**config.mk**
```make
export PLATFORM = sky130hd
export DESIGN_NAME = scrw_config
export DESIGN_NICKNAME = d
export VERILOG_FILES = /design/src/verilog/scrw_pkg.sv /design/src/verilog/scrw_window.sv /design/src/verilog/scrw_config.sv
export SDC_FILE = /design/constraint.sdc
export NUM_CORES = 1
export LEC_CHECK = 0
export BUFFER_PORTS_ARGS = -buffer_cell sky130_fd_sc_hd__buf_2
export CORE_MARGIN = 1.5
export CORE_UTILIZATION = 30
export DETAILED_ROUTE_END_ITERATION = 16
export PLACE_DENSITY = 0.52
export SLEW_MARGIN = 15
export SYNTH_ARGS = -nofsm -noshare
export SYNTH_HDL_FRONTEND = slang
export SYNTH_SLANG_ARGS = --single-unit
```
**constraint.sdc**
```tcl
create_clock -name sys_clk -period 1.8 [get_ports sys_clk]
set_input_delay 0.36 -clock sys_clk [delete_from_list [all_inputs] [get_ports sys_clk]]
set_output_delay 0.36 -clock sys_clk [all_outputs]
set_load 0.05 [all_outputs]
```
**src/verilog/scrw_pkg.sv**
```systemverilog
package scrw_pkg;
    // Configuration indices of the three registers.
    localparam logic [7:0] LOCK_INDEX = 8'h41;
    localparam logic [7:0] ROMSEL_LO_INDEX = 8'h42;
    localparam logic [7:0] ROMSEL_HI_INDEX = 8'h43;
    localparam logic [7:0] WDT_B0_INDEX = 8'h44;
    localparam logic [7:0] WDT_B1_INDEX = 8'h45;
    localparam logic [7:0] WDT_B2_INDEX = 8'h46;
    // Reset values.
    localparam logic [7:0] LOCK_RESET = 8'h00;
    localparam logic [15:0] ROMSEL_RESET = 16'h0000;
    localparam logic [23:0] WDT_RESET = 24'h000002;
    // Write lock register fields.
    localparam int LOCK_UNLOCK_BIT = 0;
    localparam int LOCK_P92_SEL_BIT = 1;
    localparam int LOCK_P92_WE_BIT = 2;
    localparam int LOCK_DMA_CLK_BIT = 3;
    localparam int LOCK_BUS_RST_BIT = 4;
    localparam logic [7:0] LOCK_WRITE_MASK = 8'h1F;
    // Boot ROM select fields.
    localparam int ROM_WRITE_PERMIT_BIT = 15;
    localparam int ROM_REGION_COUNT = 11;
    localparam logic [15:0] ROMSEL_WRITE_MASK = 16'h87FF;
    // Watchdog control fields.
    localparam int WDT_ENABLE_BIT = 23;
    localparam int WDT_ACTION_HI = 22;
    localparam int WDT_ACTION_LO = 21;
    localparam int WDT_RESET_FLAG_BIT = 20;
    localparam int WDT_NMI_FLAG_BIT = 19;
    localparam int WDT_IRQ_FLAG_BIT = 18;
    // Low bits hold the timeout period fields, kept as plain storage here.
    localparam logic [23:0] WDT_PLAIN_MASK = 24'hE3FFFF;
    // Timeout actions.
    localparam logic [1:0] ACTION_RESET = 2'h0;
    localparam logic [1:0] ACTION_NMI = 2'h1;
    localparam logic [1:0] ACTION_IRQ = 2'h2;
    // DMA clock rates.
    localparam int SYS_CLOCK_HZ = 50000000;
    localparam int DMA_SLOW_HZ = 4000000;
    localparam int DMA_FAST_HZ = 8000000;
    localparam int DMA_SLOW_DIV = SYS_CLOCK_HZ / DMA_SLOW_HZ;
    localparam int DMA_FAST_DIV = SYS_CLOCK_HZ / DMA_FAST_HZ;
    // Decode windows, upper address bits compared against a base.
    localparam logic [31:0] R11_BASE = 32'hFFC00000;
    localparam logic [31:0] R10_BASE = 32'hFFD00000;
    localparam logic [31:0] R9_BASE = 32'hFFE00000;
    localparam logic [31:0] R8_BASE = 32'hFFE80000;
    localparam logic [31:0] R7_BASE = 32'hFFF00000;
    localparam logic [31:0] R6_BASE = 32'hFFF40000;
    localparam logic [31:0] R5_BASE = 32'hFFF80000;
    localparam logic [31:0] R4_BASE = 32'hFFFA0000;
    localparam logic [31:0] R3_BASE = 32'hFFFC0000;
    localparam logic [31:0] R2_BASE = 32'h000C0000;
    localparam logic [31:0] BIOS_LOW_SMALL = 32'h000F0000;
    localparam logic [31:0] BIOS_HIGH_SMALL = 32'hFFFF0000;
    localparam logic [31:0] BIOS_LOW_LARGE = 32'h000E0000;
    localparam logic [31:0] BIOS_HIGH_LARGE = 32'hFFFE0000;
    localparam logic [31:0] MASK_1M = 32'hFFF00000;
    localparam logic [31:0] MASK_512K = 32'hFFF80000;
    localparam logic [31:0] MASK_256K = 32'hFFFC0000;
    localparam logic [31:0] MASK_128K = 32'hFFFE0000;
    localparam logic [31:0] MASK_64K = 32'hFFFF0000;
endpackage : scrw_pkg

```
**src/verilog/scrw_window.sv**
```systemverilog
`timescale 1ns/1ns
module scrw_window #(
    parameter logic [31:0] BASE = 32'h00000000,
    parameter logic [31:0] MASK = 32'hFFFFFFFF
) (
    // Address and gate.
    input wire logic [31:0] addr,
    input wire logic enable,
    // Match.
    output logic hit
);
    assign hit = enable && ((addr & MASK) == BASE);
endmodule : scrw_window

```
**src/verilog/scrw_config.sv**
```systemverilog
`timescale 1ns/1ns
// Contract
// - Soft reset drives bus reset when enabled.
// - DMA clock select picks 4 or 8 MHz.
// - Port 92h route: 0 LPC, 1 internal.
// - Internal port 92h write enable gating.
// - Unlock bit makes identity registers writable.
// - Write permit allows chip-select on writes.
// - Bits 10, 9 enable 1 MB windows.
// - Bits 8, 7 enable 512 KB windows.
// - Bits 6, 5 enable 256 KB windows.
// - Bits 4, 3 enable 128 KB windows.
// - Bit 2 high window, bit 1 legacy window.
// - Base BIOS always decoded, bit 0 sizes.
// - Watchdog enable, off after reset.
// - Action 00 timeout issues CPU reset.
// - Action 01 NMI unless NMI flag set.
// - Action 10 IRQ unless IRQ flag set.
// - Reset flag set on watchdog reset, W1C.
// - NMI flag set on NMI event, W1C.
// - IRQ flag set on IRQ event, W1C.
// - Revision register writable only when unlocked.
module scrw_config (
    // Clock and reset.
    input wire logic sys_clk,
    input wire logic reset,
    // Configuration cycle port, byte wide at an index.
    input wire logic cfg_write,
    input wire logic cfg_read,
    input wire logic [7:0] cfg_index,
    input wire logic [7:0] cfg_wdata,
    output logic [7:0] cfg_rdata,
    // Identity register write attempts, from the header logic.
    input wire logic id_write_request,
    output logic id_write_allowed,
    // Port 92h access.
    input wire logic p92_access,
    input wire logic p92_write,
    output logic p92_to_internal,
    output logic p92_to_lpc,
    output logic p92_internal_write,
    // Memory cycle for the boot ROM.
    input wire logic mem_cycle,
    input wire logic mem_write,
    input wire logic [31:0] mem_addr,
    output logic boot_rom_select_n,
    // CPU soft reset and bus reset.
    input wire logic cpu_soft_reset,
    output logic bus_reset_out_n,
    // DMA clock enable.
    output logic dma_clock_enable,
    // Watchdog timeout from the counter, and its effects.
    input wire logic watchdog_timeout,
    output logic watchdog_running,
    output logic watchdog_cpu_reset,
    output logic watchdog_nmi,
    output logic watchdog_irq
);
    logic [7:0] write_lock_lpc_control;
    logic [15:0] boot_rom_select_control;
    logic [23:0] watchdog_control;
    logic [7:0] dma_count;
    logic [7:0] next_rdata;
    logic [10:0] region_hit;
    logic bios_low_hit;
    logic bios_high_hit;
    logic any_hit;
    logic [23:0] wdt_wr_data;
    logic [23:0] wdt_wr_mask;
    logic fire_reset;
    logic fire_nmi;
    logic fire_irq;
    logic [1:0] action;

    assign action = watchdog_control[scrw_pkg::WDT_ACTION_HI:scrw_pkg::WDT_ACTION_LO];

    // Write lock register; upper bits are reserved and stay zero.
    always_ff @(posedge sys_clk) begin
        if (reset) begin
            write_lock_lpc_control <= scrw_pkg::LOCK_RESET;
        end else if (cfg_write && cfg_index == scrw_pkg::LOCK_INDEX) begin
            write_lock_lpc_control <= cfg_wdata & scrw_pkg::LOCK_WRITE_MASK;
        end
    end

    // Boot ROM select control, two bytes.
    always_ff @(posedge sys_clk) begin
        if (reset) begin
            boot_rom_select_control <= scrw_pkg::ROMSEL_RESET;
        end else if (cfg_write && cfg_index == scrw_pkg::ROMSEL_LO_INDEX) begin
            boot_rom_select_control[7:0] <= cfg_wdata & scrw_pkg::ROMSEL_WRITE_MASK[7:0];
        end else if (cfg_write && cfg_index == scrw_pkg::ROMSEL_HI_INDEX) begin
            boot_rom_select_control[15:8] <= cfg_wdata & scrw_pkg::ROMSEL_WRITE_MASK[15:8];
        end
    end

    // Watchdog byte write expanded into a word with a lane mask.
    always_comb begin
        wdt_wr_data = {cfg_wdata, cfg_wdata, cfg_wdata};
        wdt_wr_mask = 24'h000000;
        if (cfg_write) begin
            case (cfg_index)
                scrw_pkg::WDT_B0_INDEX: begin
                    wdt_wr_mask = 24'h0000FF;
                end
                scrw_pkg::WDT_B1_INDEX: begin
                    wdt_wr_mask = 24'h00FF00;
                end
                scrw_pkg::WDT_B2_INDEX: begin
                    wdt_wr_mask = 24'hFF0000;
                end
                default: begin
                    wdt_wr_mask = 24'h000000;
                end
            endcase
        end
    end

    // Timeout decision; a flag left set from an earlier event escalates to a reset.
    always_comb begin
        fire_reset = 1'b0;
        fire_nmi = 1'b0;
        fire_irq = 1'b0;
        if (watchdog_timeout && watchdog_control[scrw_pkg::WDT_ENABLE_BIT]) begin
            case (action)
                scrw_pkg::ACTION_RESET: begin
                    fire_reset = 1'b1;
                end
                scrw_pkg::ACTION_NMI: begin
                    fire_nmi = !watchdog_control[scrw_pkg::WDT_NMI_FLAG_BIT];
                    fire_reset = watchdog_control[scrw_pkg::WDT_NMI_FLAG_BIT];
                end
                scrw_pkg::ACTION_IRQ: begin
                    fire_irq = !watchdog_control[scrw_pkg::WDT_IRQ_FLAG_BIT];
                    fire_reset = watchdog_control[scrw_pkg::WDT_IRQ_FLAG_BIT];
                end
                default: begin
                    // The reserved code takes no action rather than guess one.
                    fire_reset = 1'b0;
                end
            endcase
        end
    end

    // Plain watchdog fields.
    always_ff @(posedge sys_clk) begin
        if (reset) begin
            watchdog_control[23:21] <= scrw_pkg::WDT_RESET[23:21];
            watchdog_control[17:0] <= scrw_pkg::WDT_RESET[17:0];
        end else begin
            watchdog_control[23:21] <= (watchdog_control[23:21] & ~wdt_wr_mask[23:21])
                | (wdt_wr_data[23:21] & wdt_wr_mask[23:21]);
            watchdog_control[17:0] <= (watchdog_control[17:0] & ~wdt_wr_mask[17:0])
                | (wdt_wr_data[17:0] & wdt_wr_mask[17:0]);
        end
    end

    // Event flags: a set in the same cycle as a clear wins.
    // A timeout in the write cycle must not be lost to a clear.
    always_ff @(posedge sys_clk) begin
        if (reset) begin
            watchdog_control[20:18] <= scrw_pkg::WDT_RESET[20:18];
        end else begin
            if (fire_reset) begin
                watchdog_control[scrw_pkg::WDT_RESET_FLAG_BIT] <= 1'b1;
            end else if (wdt_wr_mask[scrw_pkg::WDT_RESET_FLAG_BIT]
                && wdt_wr_data[scrw_pkg::WDT_RESET_FLAG_BIT]) begin
                watchdog_control[scrw_pkg::WDT_RESET_FLAG_BIT] <= 1'b0;
            end
            if (fire_nmi) begin
                watchdog_control[scrw_pkg::WDT_NMI_FLAG_BIT] <= 1'b1;
            end else if (wdt_wr_mask[scrw_pkg::WDT_NMI_FLAG_BIT]
                && wdt_wr_data[scrw_pkg::WDT_NMI_FLAG_BIT]) begin
                watchdog_control[scrw_pkg::WDT_NMI_FLAG_BIT] <= 1'b0;
            end
            if (fire_irq) begin
                watchdog_control[scrw_pkg::WDT_IRQ_FLAG_BIT] <= 1'b1;
            end else if (wdt_wr_mask[scrw_pkg::WDT_IRQ_FLAG_BIT]
                && wdt_wr_data[scrw_pkg::WDT_IRQ_FLAG_BIT]) begin
                watchdog_control[scrw_pkg::WDT_IRQ_FLAG_BIT] <= 1'b0;
            end
        end
    end

    // Watchdog outputs, registered; the actions follow the timeout decision each cycle, running follows the enable bit.
    always_ff @(posedge sys_clk) begin
        if (reset) begin
            watchdog_cpu_reset <= 1'b0;
            watchdog_nmi <= 1'b0;
            watchdog_irq <= 1'b0;
            watchdog_running <= 1'b0;
        end else begin
            watchdog_cpu_reset <= fire_reset;
            watchdog_nmi <= fire_nmi;
            watchdog_irq <= fire_irq;
            watchdog_running <= watchdog_control[scrw_pkg::WDT_ENABLE_BIT];
        end
    end

    // Read data mux.
    always_comb begin
        next_rdata = 8'h00;
        case (cfg_index)
            scrw_pkg::LOCK_INDEX: begin
                next_rdata = write_lock_lpc_control;
            end
            scrw_pkg::ROMSEL_LO_INDEX: begin
                next_rdata = boot_rom_select_control[7:0];
            end
            scrw_pkg::ROMSEL_HI_INDEX: begin
                next_rdata = boot_rom_select_control[15:8];
            end
            scrw_pkg::WDT_B0_INDEX: begin
                next_rdata = watchdog_control[7:0];
            end
            scrw_pkg::WDT_B1_INDEX: begin
                next_rdata = watchdog_control[15:8];
            end
            scrw_pkg::WDT_B2_INDEX: begin
                next_rdata = watchdog_control[23:16];
            end
            default: begin
                next_rdata = 8'h00;
            end
        endcase
    end

    // Read data changes only on a read strobe, so it stands until the next read.
    always_ff @(posedge sys_clk) begin
        if (reset) begin
            cfg_rdata <= 8'h00;
        end else if (cfg_read) begin
            cfg_rdata <= next_rdata;
        end
    end

    // Identity registers, revision among them, accept writes only when unlocked.
    // The grant lags the request by one cycle, so the request must stand that long.
    always_ff @(posedge sys_clk) begin
        if (reset) begin
            id_write_allowed <= 1'b0;
        end else begin
            id_write_allowed <= id_write_request
                && write_lock_lpc_control[scrw_pkg::LOCK_UNLOCK_BIT];
        end
    end

    // Port 92h routing.
    // Both routes stay low between accesses.
    always_ff @(posedge sys_clk) begin
        if (reset) begin
            p92_to_internal <= 1'b0;
            p92_to_lpc <= 1'b0;
            p92_internal_write <= 1'b0;
        end else begin
            p92_to_internal <= p92_access && write_lock_lpc_control[scrw_pkg::LOCK_P92_SEL_BIT];
            p92_to_lpc <= p92_access && !write_lock_lpc_control[scrw_pkg::LOCK_P92_SEL_BIT];
            p92_internal_write <= p92_access && p92_write
                && write_lock_lpc_control[scrw_pkg::LOCK_P92_SEL_BIT]
                && write_lock_lpc_control[scrw_pkg::LOCK_P92_WE_BIT];
        end
    end

    // Bus reset follows soft reset only when enabled.
    // Held low through system reset, so cards behind it start clean too.
    always_ff @(posedge sys_clk) begin
        if (reset) begin
            bus_reset_out_n <= 1'b0;
        end else begin
            bus_reset_out_n <= !(cpu_soft_reset
                && write_lock_lpc_control[scrw_pkg::LOCK_BUS_RST_BIT]);
        end
    end

    // DMA clock enable divider; the rate select takes effect at once, in the current period.
    // Integer division leaves both rates slightly fast.
    always_ff @(posedge sys_clk) begin
        if (reset) begin
            dma_count <= 8'h00;
            dma_clock_enable <= 1'b0;
        end else if ((write_lock_lpc_control[scrw_pkg::LOCK_DMA_CLK_BIT]
            && dma_count >= 8'(scrw_pkg::DMA_FAST_DIV - 1))
            || dma_count >= 8'(scrw_pkg::DMA_SLOW_DIV - 1)) begin
            dma_count <= 8'h00;
            dma_clock_enable <= 1'b1;
        end else begin
            dma_count <= dma_count + 8'h01;
            dma_clock_enable <= 1'b0;
        end
    end

    // Region decode.
    // A window with its enable low never hits, whatever the address.
    scrw_window #(.BASE(scrw_pkg::R11_BASE), .MASK(scrw_pkg::MASK_1M)) u_r11 (
        .addr(mem_addr), .enable(boot_rom_select_control[10]), .hit(region_hit[10]));
    scrw_window #(.BASE(scrw_pkg::R10_BASE), .MASK(scrw_pkg::MASK_1M)) u_r10 (
        .addr(mem_addr), .enable(boot_rom_select_control[9]), .hit(region_hit[9]));
    scrw_window #(.BASE(scrw_pkg::R9_BASE), .MASK(scrw_pkg::MASK_512K)) u_r9 (
        .addr(mem_addr), .enable(boot_rom_select_control[8]), .hit(region_hit[8]));
    scrw_window #(.BASE(scrw_pkg::R8_BASE), .MASK(scrw_pkg::MASK_512K)) u_r8 (
        .addr(mem_addr), .enable(boot_rom_select_control[7]), .hit(region_hit[7]));
    scrw_window #(.BASE(scrw_pkg::R7_BASE), .MASK(scrw_pkg::MASK_256K)) u_r7 (
        .addr(mem_addr), .enable(boot_rom_select_control[6]), .hit(region_hit[6]));
    scrw_window #(.BASE(scrw_pkg::R6_BASE), .MASK(scrw_pkg::MASK_256K)) u_r6 (
        .addr(mem_addr), .enable(boot_rom_select_control[5]), .hit(region_hit[5]));
    scrw_window #(.BASE(scrw_pkg::R5_BASE), .MASK(scrw_pkg::MASK_128K)) u_r5 (
        .addr(mem_addr), .enable(boot_rom_select_control[4]), .hit(region_hit[4]));
    scrw_window #(.BASE(scrw_pkg::R4_BASE), .MASK(scrw_pkg::MASK_128K)) u_r4 (
        .addr(mem_addr), .enable(boot_rom_select_control[3]), .hit(region_hit[3]));
    scrw_window #(.BASE(scrw_pkg::R3_BASE), .MASK(scrw_pkg::MASK_128K)) u_r3 (
        .addr(mem_addr), .enable(boot_rom_select_control[2]), .hit(region_hit[2]));
    scrw_window #(.BASE(scrw_pkg::R2_BASE), .MASK(scrw_pkg::MASK_128K)) u_r2 (
        .addr(mem_addr), .enable(boot_rom_select_control[1]), .hit(region_hit[1]));

    // Base BIOS is never disabled; bit 0 only widens it.
    always_comb begin
        if (boot_rom_select_control[0]) begin
            bios_low_hit = (mem_addr & scrw_pkg::MASK_128K) == scrw_pkg::BIOS_LOW_LARGE;
            bios_high_hit = (mem_addr & scrw_pkg::MASK_128K) == scrw_pkg::BIOS_HIGH_LARGE;
        end else begin
            bios_low_hit = (mem_addr & scrw_pkg::MASK_64K) == scrw_pkg::BIOS_LOW_SMALL;
            bios_high_hit = (mem_addr & scrw_pkg::MASK_64K) == scrw_pkg::BIOS_HIGH_SMALL;
        end
    end

    assign region_hit[0] = bios_low_hit || bios_high_hit;
    assign any_hit = |region_hit;

    // Chip-select registered; writes need the permit bit.
    // Registering costs one cycle but keeps decode glitches off the pin.
    always_ff @(posedge sys_clk) begin
        if (reset) begin
            boot_rom_select_n <= 1'b1;
        end else begin
            boot_rom_select_n <= !(mem_cycle && any_hit
                && (!mem_write || boot_rom_select_control[scrw_pkg::ROM_WRITE_PERMIT_BIT]));
        end
    end
endmodule : scrw_config

```
==> impl_summary.log <==
[metrics] result of the run: completed
[metrics] area share of fa/ha/maj cells after synthesis: 0.01255
[metrics] unrepaired setup endpoints after global routing: no
[metrics] Hold Worst Slack: 0.1889 ns
[metrics] area fraction of the dominant cell type after synthesis: 0.4552
[metrics] num rows: 36
[metrics] slack of the worst reg-to-reg path: 0.34 ns
[metrics] TritonCTS Buffers: 9
[metrics] measured slew at the worst slew-check pin: 0.5103 ns
[metrics] type of the setup path with the least slack: register to register
[metrics] cell count after synthesis: 321
[metrics] post-layout net count: 452
[metrics] mux cell area share after synthesis: 0.1389
[metrics] total number of H-tree levels: 3
[metrics] synthesized area: 2990 µm²
[metrics] top_reg_cell synth: sky130_fd_sc_hd__dfxtp_1
[metrics] number of buffers inserted by hold repair at cts: 0
[metrics] endpoint kind of the worst setup timing path: register
[metrics] total power divided by cell area: 758.0 nW/µm²
[metrics] average routed wire per standard cell: 14.69 µm
[metrics] drt via density: 4.808
[metrics] endpoint of the worst hold-timing path: bus_reset_out_n$_SDFF_PP0_
[metrics] number of input and output port buffers inserted: 61
[metrics] post-synthesis share of cell area spent on xor and xnor gates: 0.005858
[metrics] largest net degree at the start of global routing: 49
[metrics] max-cap viol count: 0
[metrics] global-route wire length before repair: 12.14 mm
[metrics] combinational family with the most area after synthesis: simple AND/OR/NAND/NOR gates
[metrics] number of setup buffers added after CTS: 0
[metrics] post-DP HPWL: 5.617 mm
[metrics] count of cells along the worst register-to-register path: 7
[metrics] number of global-route vias before repair: 2397
[metrics] Simple-Gate Fraction of Synth Area: 0.2146
[metrics] 1st-iter DRT viols: 89
[metrics] clock edge transition at the registers on the reported setup and hold paths: 0.07 ns
[metrics] Setup-failing EPs final: 0
[metrics] fraction of final layout cells with drive strength greater than 1: 0.2437
[metrics] total die area: 10580 µm²
[metrics] cell taking the most area after synthesis: sky130_fd_sc_hd__dfxtp_1
[metrics] critical register-to-register path startpoint: dma_count[1]$_SDFF_PP0_
[metrics] source-to-sink clock delay at the later pin of the worst-skew pair: 0.34 ns
[metrics] flip-flop and latch count after synthesis: 68
[metrics] overflow left after global routing: 0
[metrics] final std cell area, no fill: 3636 µm²
[metrics] share of the cycle needed by the critical path after routing: 0.8084
[metrics] detailed-route DRC error count: 0
[metrics] crit path time final: 1.455 ns
[metrics] sinks on the clock net: 68
[metrics] starting utilization of the core area: 0.3074
[metrics] largest vdd supply drop: 0.3593 mV
[metrics] master cell of the clock root buffer: sky130_fd_sc_hd__clkbuf_8
[metrics] startpoint type of the worst setup path: register
[metrics] count of boundary I/O pins: 78
[metrics] post-synthesis area per instance: 9.316 µm²
[metrics] residual antenna-violating net count after detailed routing: 0
[metrics] final weighted congestion in routability-driven placement: 0.8074
[metrics] cell leakage power: 1.487 nW
[metrics] placement-stage cell area: 3486 µm²
[metrics] number of distinct standard cells referenced by the synthesized netlist: 44
[metrics] final antenna diode count: 0
[metrics] Setup TNS Final: 0 ns
[metrics] post_cts resized: 0
[metrics] initial antenna violation count: 0
[metrics] count of vias placed by the detailed router: 2534
[metrics] cells taking the most area after synthesis: sky130_fd_sc_hd__dfxtp_1 46%, sky130_fd_sc_hd__mux2i_1 12%, sky130_fd_sc_hd__nand2_1 4.9%
[metrics] proportion of synthesized chip area in sequential cells: 0.4552
[metrics] Die Y: 102.8 µm
[metrics] max-slew violations: 0
[metrics] number of failing hold endpoints at the final stage: 0
[metrics] CP Data Arrival Time: 1.74 ns
[metrics] Post-synth EDFFs: 0
[metrics] number of detailed-routing iterations run before antenna repair: 4
[metrics] Tightest Hold Check Type: primary input to register
[metrics] Syn. warnings: 0
[metrics] Max clock buf depth: 2
[metrics] placeable core region: 9729 µm²
[metrics] async set-or-reset flop fraction in the synthesized netlist: 0
[metrics] Hold Path Depth: 2
[metrics] die boundary width: 102.8 µm
[metrics] maximum fanout along the worst path: 3
[metrics] headroom to the max-slew limit: 0.6598
[metrics] area fraction in compound gates after synthesis: 0.1259
[metrics] DRT Wirelength: 7.744 mm
[metrics] synthesis-to-finish area growth: 21.59%
[metrics] Data required, critical path: 2.08 ns
[metrics] TritonCTS clock tree: done
[metrics] clock tree skew after final layout: 0.006235 ns
[metrics] capture instance of the worst register-to-register path: dma_count[2]$_SDFF_PP0_
[metrics] peak clock frequency supported by timing: 0.6873 GHz
[metrics] commonest cells in the netlist: 68 x sky130_fd_sc_hd__dfxtp_1, 39 x sky130_fd_sc_hd__nand2_1, 38 x sky130_fd_sc_hd__nor2_1, 37 x sky130_fd_sc_hd__mux2i_1, 26 x sky130_fd_sc_hd__a21oi_1
[metrics] overall fraction of global-route tracks in use: 0.1553
[metrics] dominant cell by count in the synthesized netlist: sky130_fd_sc_hd__dfxtp_1
[metrics] startpoint of the worst hold path: cpu_soft_reset
[layout by cell type, fill, tap and decap left out, drive strengths merged, types with 2 or more instances in the layout]
cell | netlist | final
and4 | 3 | 3
nor4 | 7 | 7
a2bb2oi | 4 | 4
clkbuf | 6 | 12
buf | 13 | 74
nand2 | 39 | 39
conb | 1 | 4
and3 | 8 | 8
a21oi | 26 | 26
o2111ai | 2 | 2
a211o | 2 | 2
inv | 7 | 7
nand2b | 2 | 2
nor2b | 5 | 5
a221oi | 3 | 3
mux2i | 37 | 37
mux2 | 4 | 4
dfxtp | 68 | 68
o2bb2ai | 3 | 3
o221ai | 2 | 2
nand3 | 6 | 6
o21ai | 4 | 4
a31o | 3 | 3
a211oi | 2 | 2
and4bb | 2 | 2
nor3b | 3 | 3
nand4 | 6 | 6
nor2 | 38 | 38
a22oi | 4 | 4
clkinv | 0 | 3
ha | 3 | 3
[cell families after synthesis]
kind of cell / after synthesis
flip-flops: 68
AO/OA/AOI/OAI: 57
adder cells (fa/ha/maj): 3
other: 1
XOR/XNOR: 2
AND/OR/NAND/NOR: 123
buffers and inverters: 26
multiplexers: 41
[per-layer routing]
layer,up-vias,wire (µm),GRT usage
met3,9,329,0.03864
met4,0,113,0.05301
met2,57,3538,0.2511
met1,1185,3762,0.2031
met5,-,0,0
li1,1283,-,-
[critical path, stage by stage, from the launching register on]
cell and delay [ns]:
sky130_fd_sc_hd__dfxtp_1 0.36, sky130_fd_sc_hd__inv_1 0.08, sky130_fd_sc_hd__ha_1 0.17, sky130_fd_sc_hd__nand2b_1 0.14, sky130_fd_sc_hd__a21o_1 0.17, sky130_fd_sc_hd__a21oi_1 0.22
sky130_fd_sc_hd__nand2_1 0.13, sky130_fd_sc_hd__nor2_1 0.13
[through the flow]
stage | instances | power, mW | utilization | setup WS, ns
6_report | 527 | 2.756 | 0.3737 | 0.3450
5_1_grt | 527 | 2.880 | 0.3737 | 0.2116
4_1_cts | 527 | 2.800 | 0.3737 | 0.3034
3_5_place_dp | 512 | 1.776 | 0.3583 | 0.02492
3_3_place_gp | 512 | 1.774 | 0.3583 | 0.02525
2_1_floorplan | 324 | 1.662 | - | 0.2906
[cell type report]
type / count / area (µm²)
sequential: 68 / 1361
timing repair buffer: 74 / 427.9
fill: 1060 / 6093
clock buffer: 12 / 135.1
inverter: 7 / 26.28
clock inverter: 3 / 15.01
multi-input combinational: 230 / 1504
tap: 133 / 166.4
[where the power goes]
group,internal (mW),leakage (nW),switching (mW)
Combinational,0.0784,0.857,0.142
Clock,0.486,0.0800,0.529
Sequential,1.52,0.551,0.00424
Total,2.08,1.49,0.675
[worst max path at each step]
| stage | to | cells past startpoint | from | slack (ns) |
|---|---|---|---|---|
| final | dma_count[2]$_SDFF_PP0_ | 7 | dma_count[1]$_SDFF_PP0_ | 0.34 |
| after global routing | dma_count[2]$_SDFF_PP0_ | 7 | dma_count[1]$_SDFF_PP0_ | 0.21 |
| after CTS | dma_count[2]$_SDFF_PP0_ | 7 | dma_count[1]$_SDFF_PP0_ | 0.30 |
| after detailed placement | boot_rom_select_control[6]$_SDFFE_PP0P_ | 8 | cfg_index[7] | 0.02 |
| after global placement | write_lock_lpc_control[4]$_SDFFE_PP0P_ | 7 | cfg_index[7] | 0.03 |
| after floorplan | write_lock_lpc_control[1]$_SDFFE_PP0P_ | 7 | cfg_index[7] | 0.29 |
(Power assumes the default switching activity.)
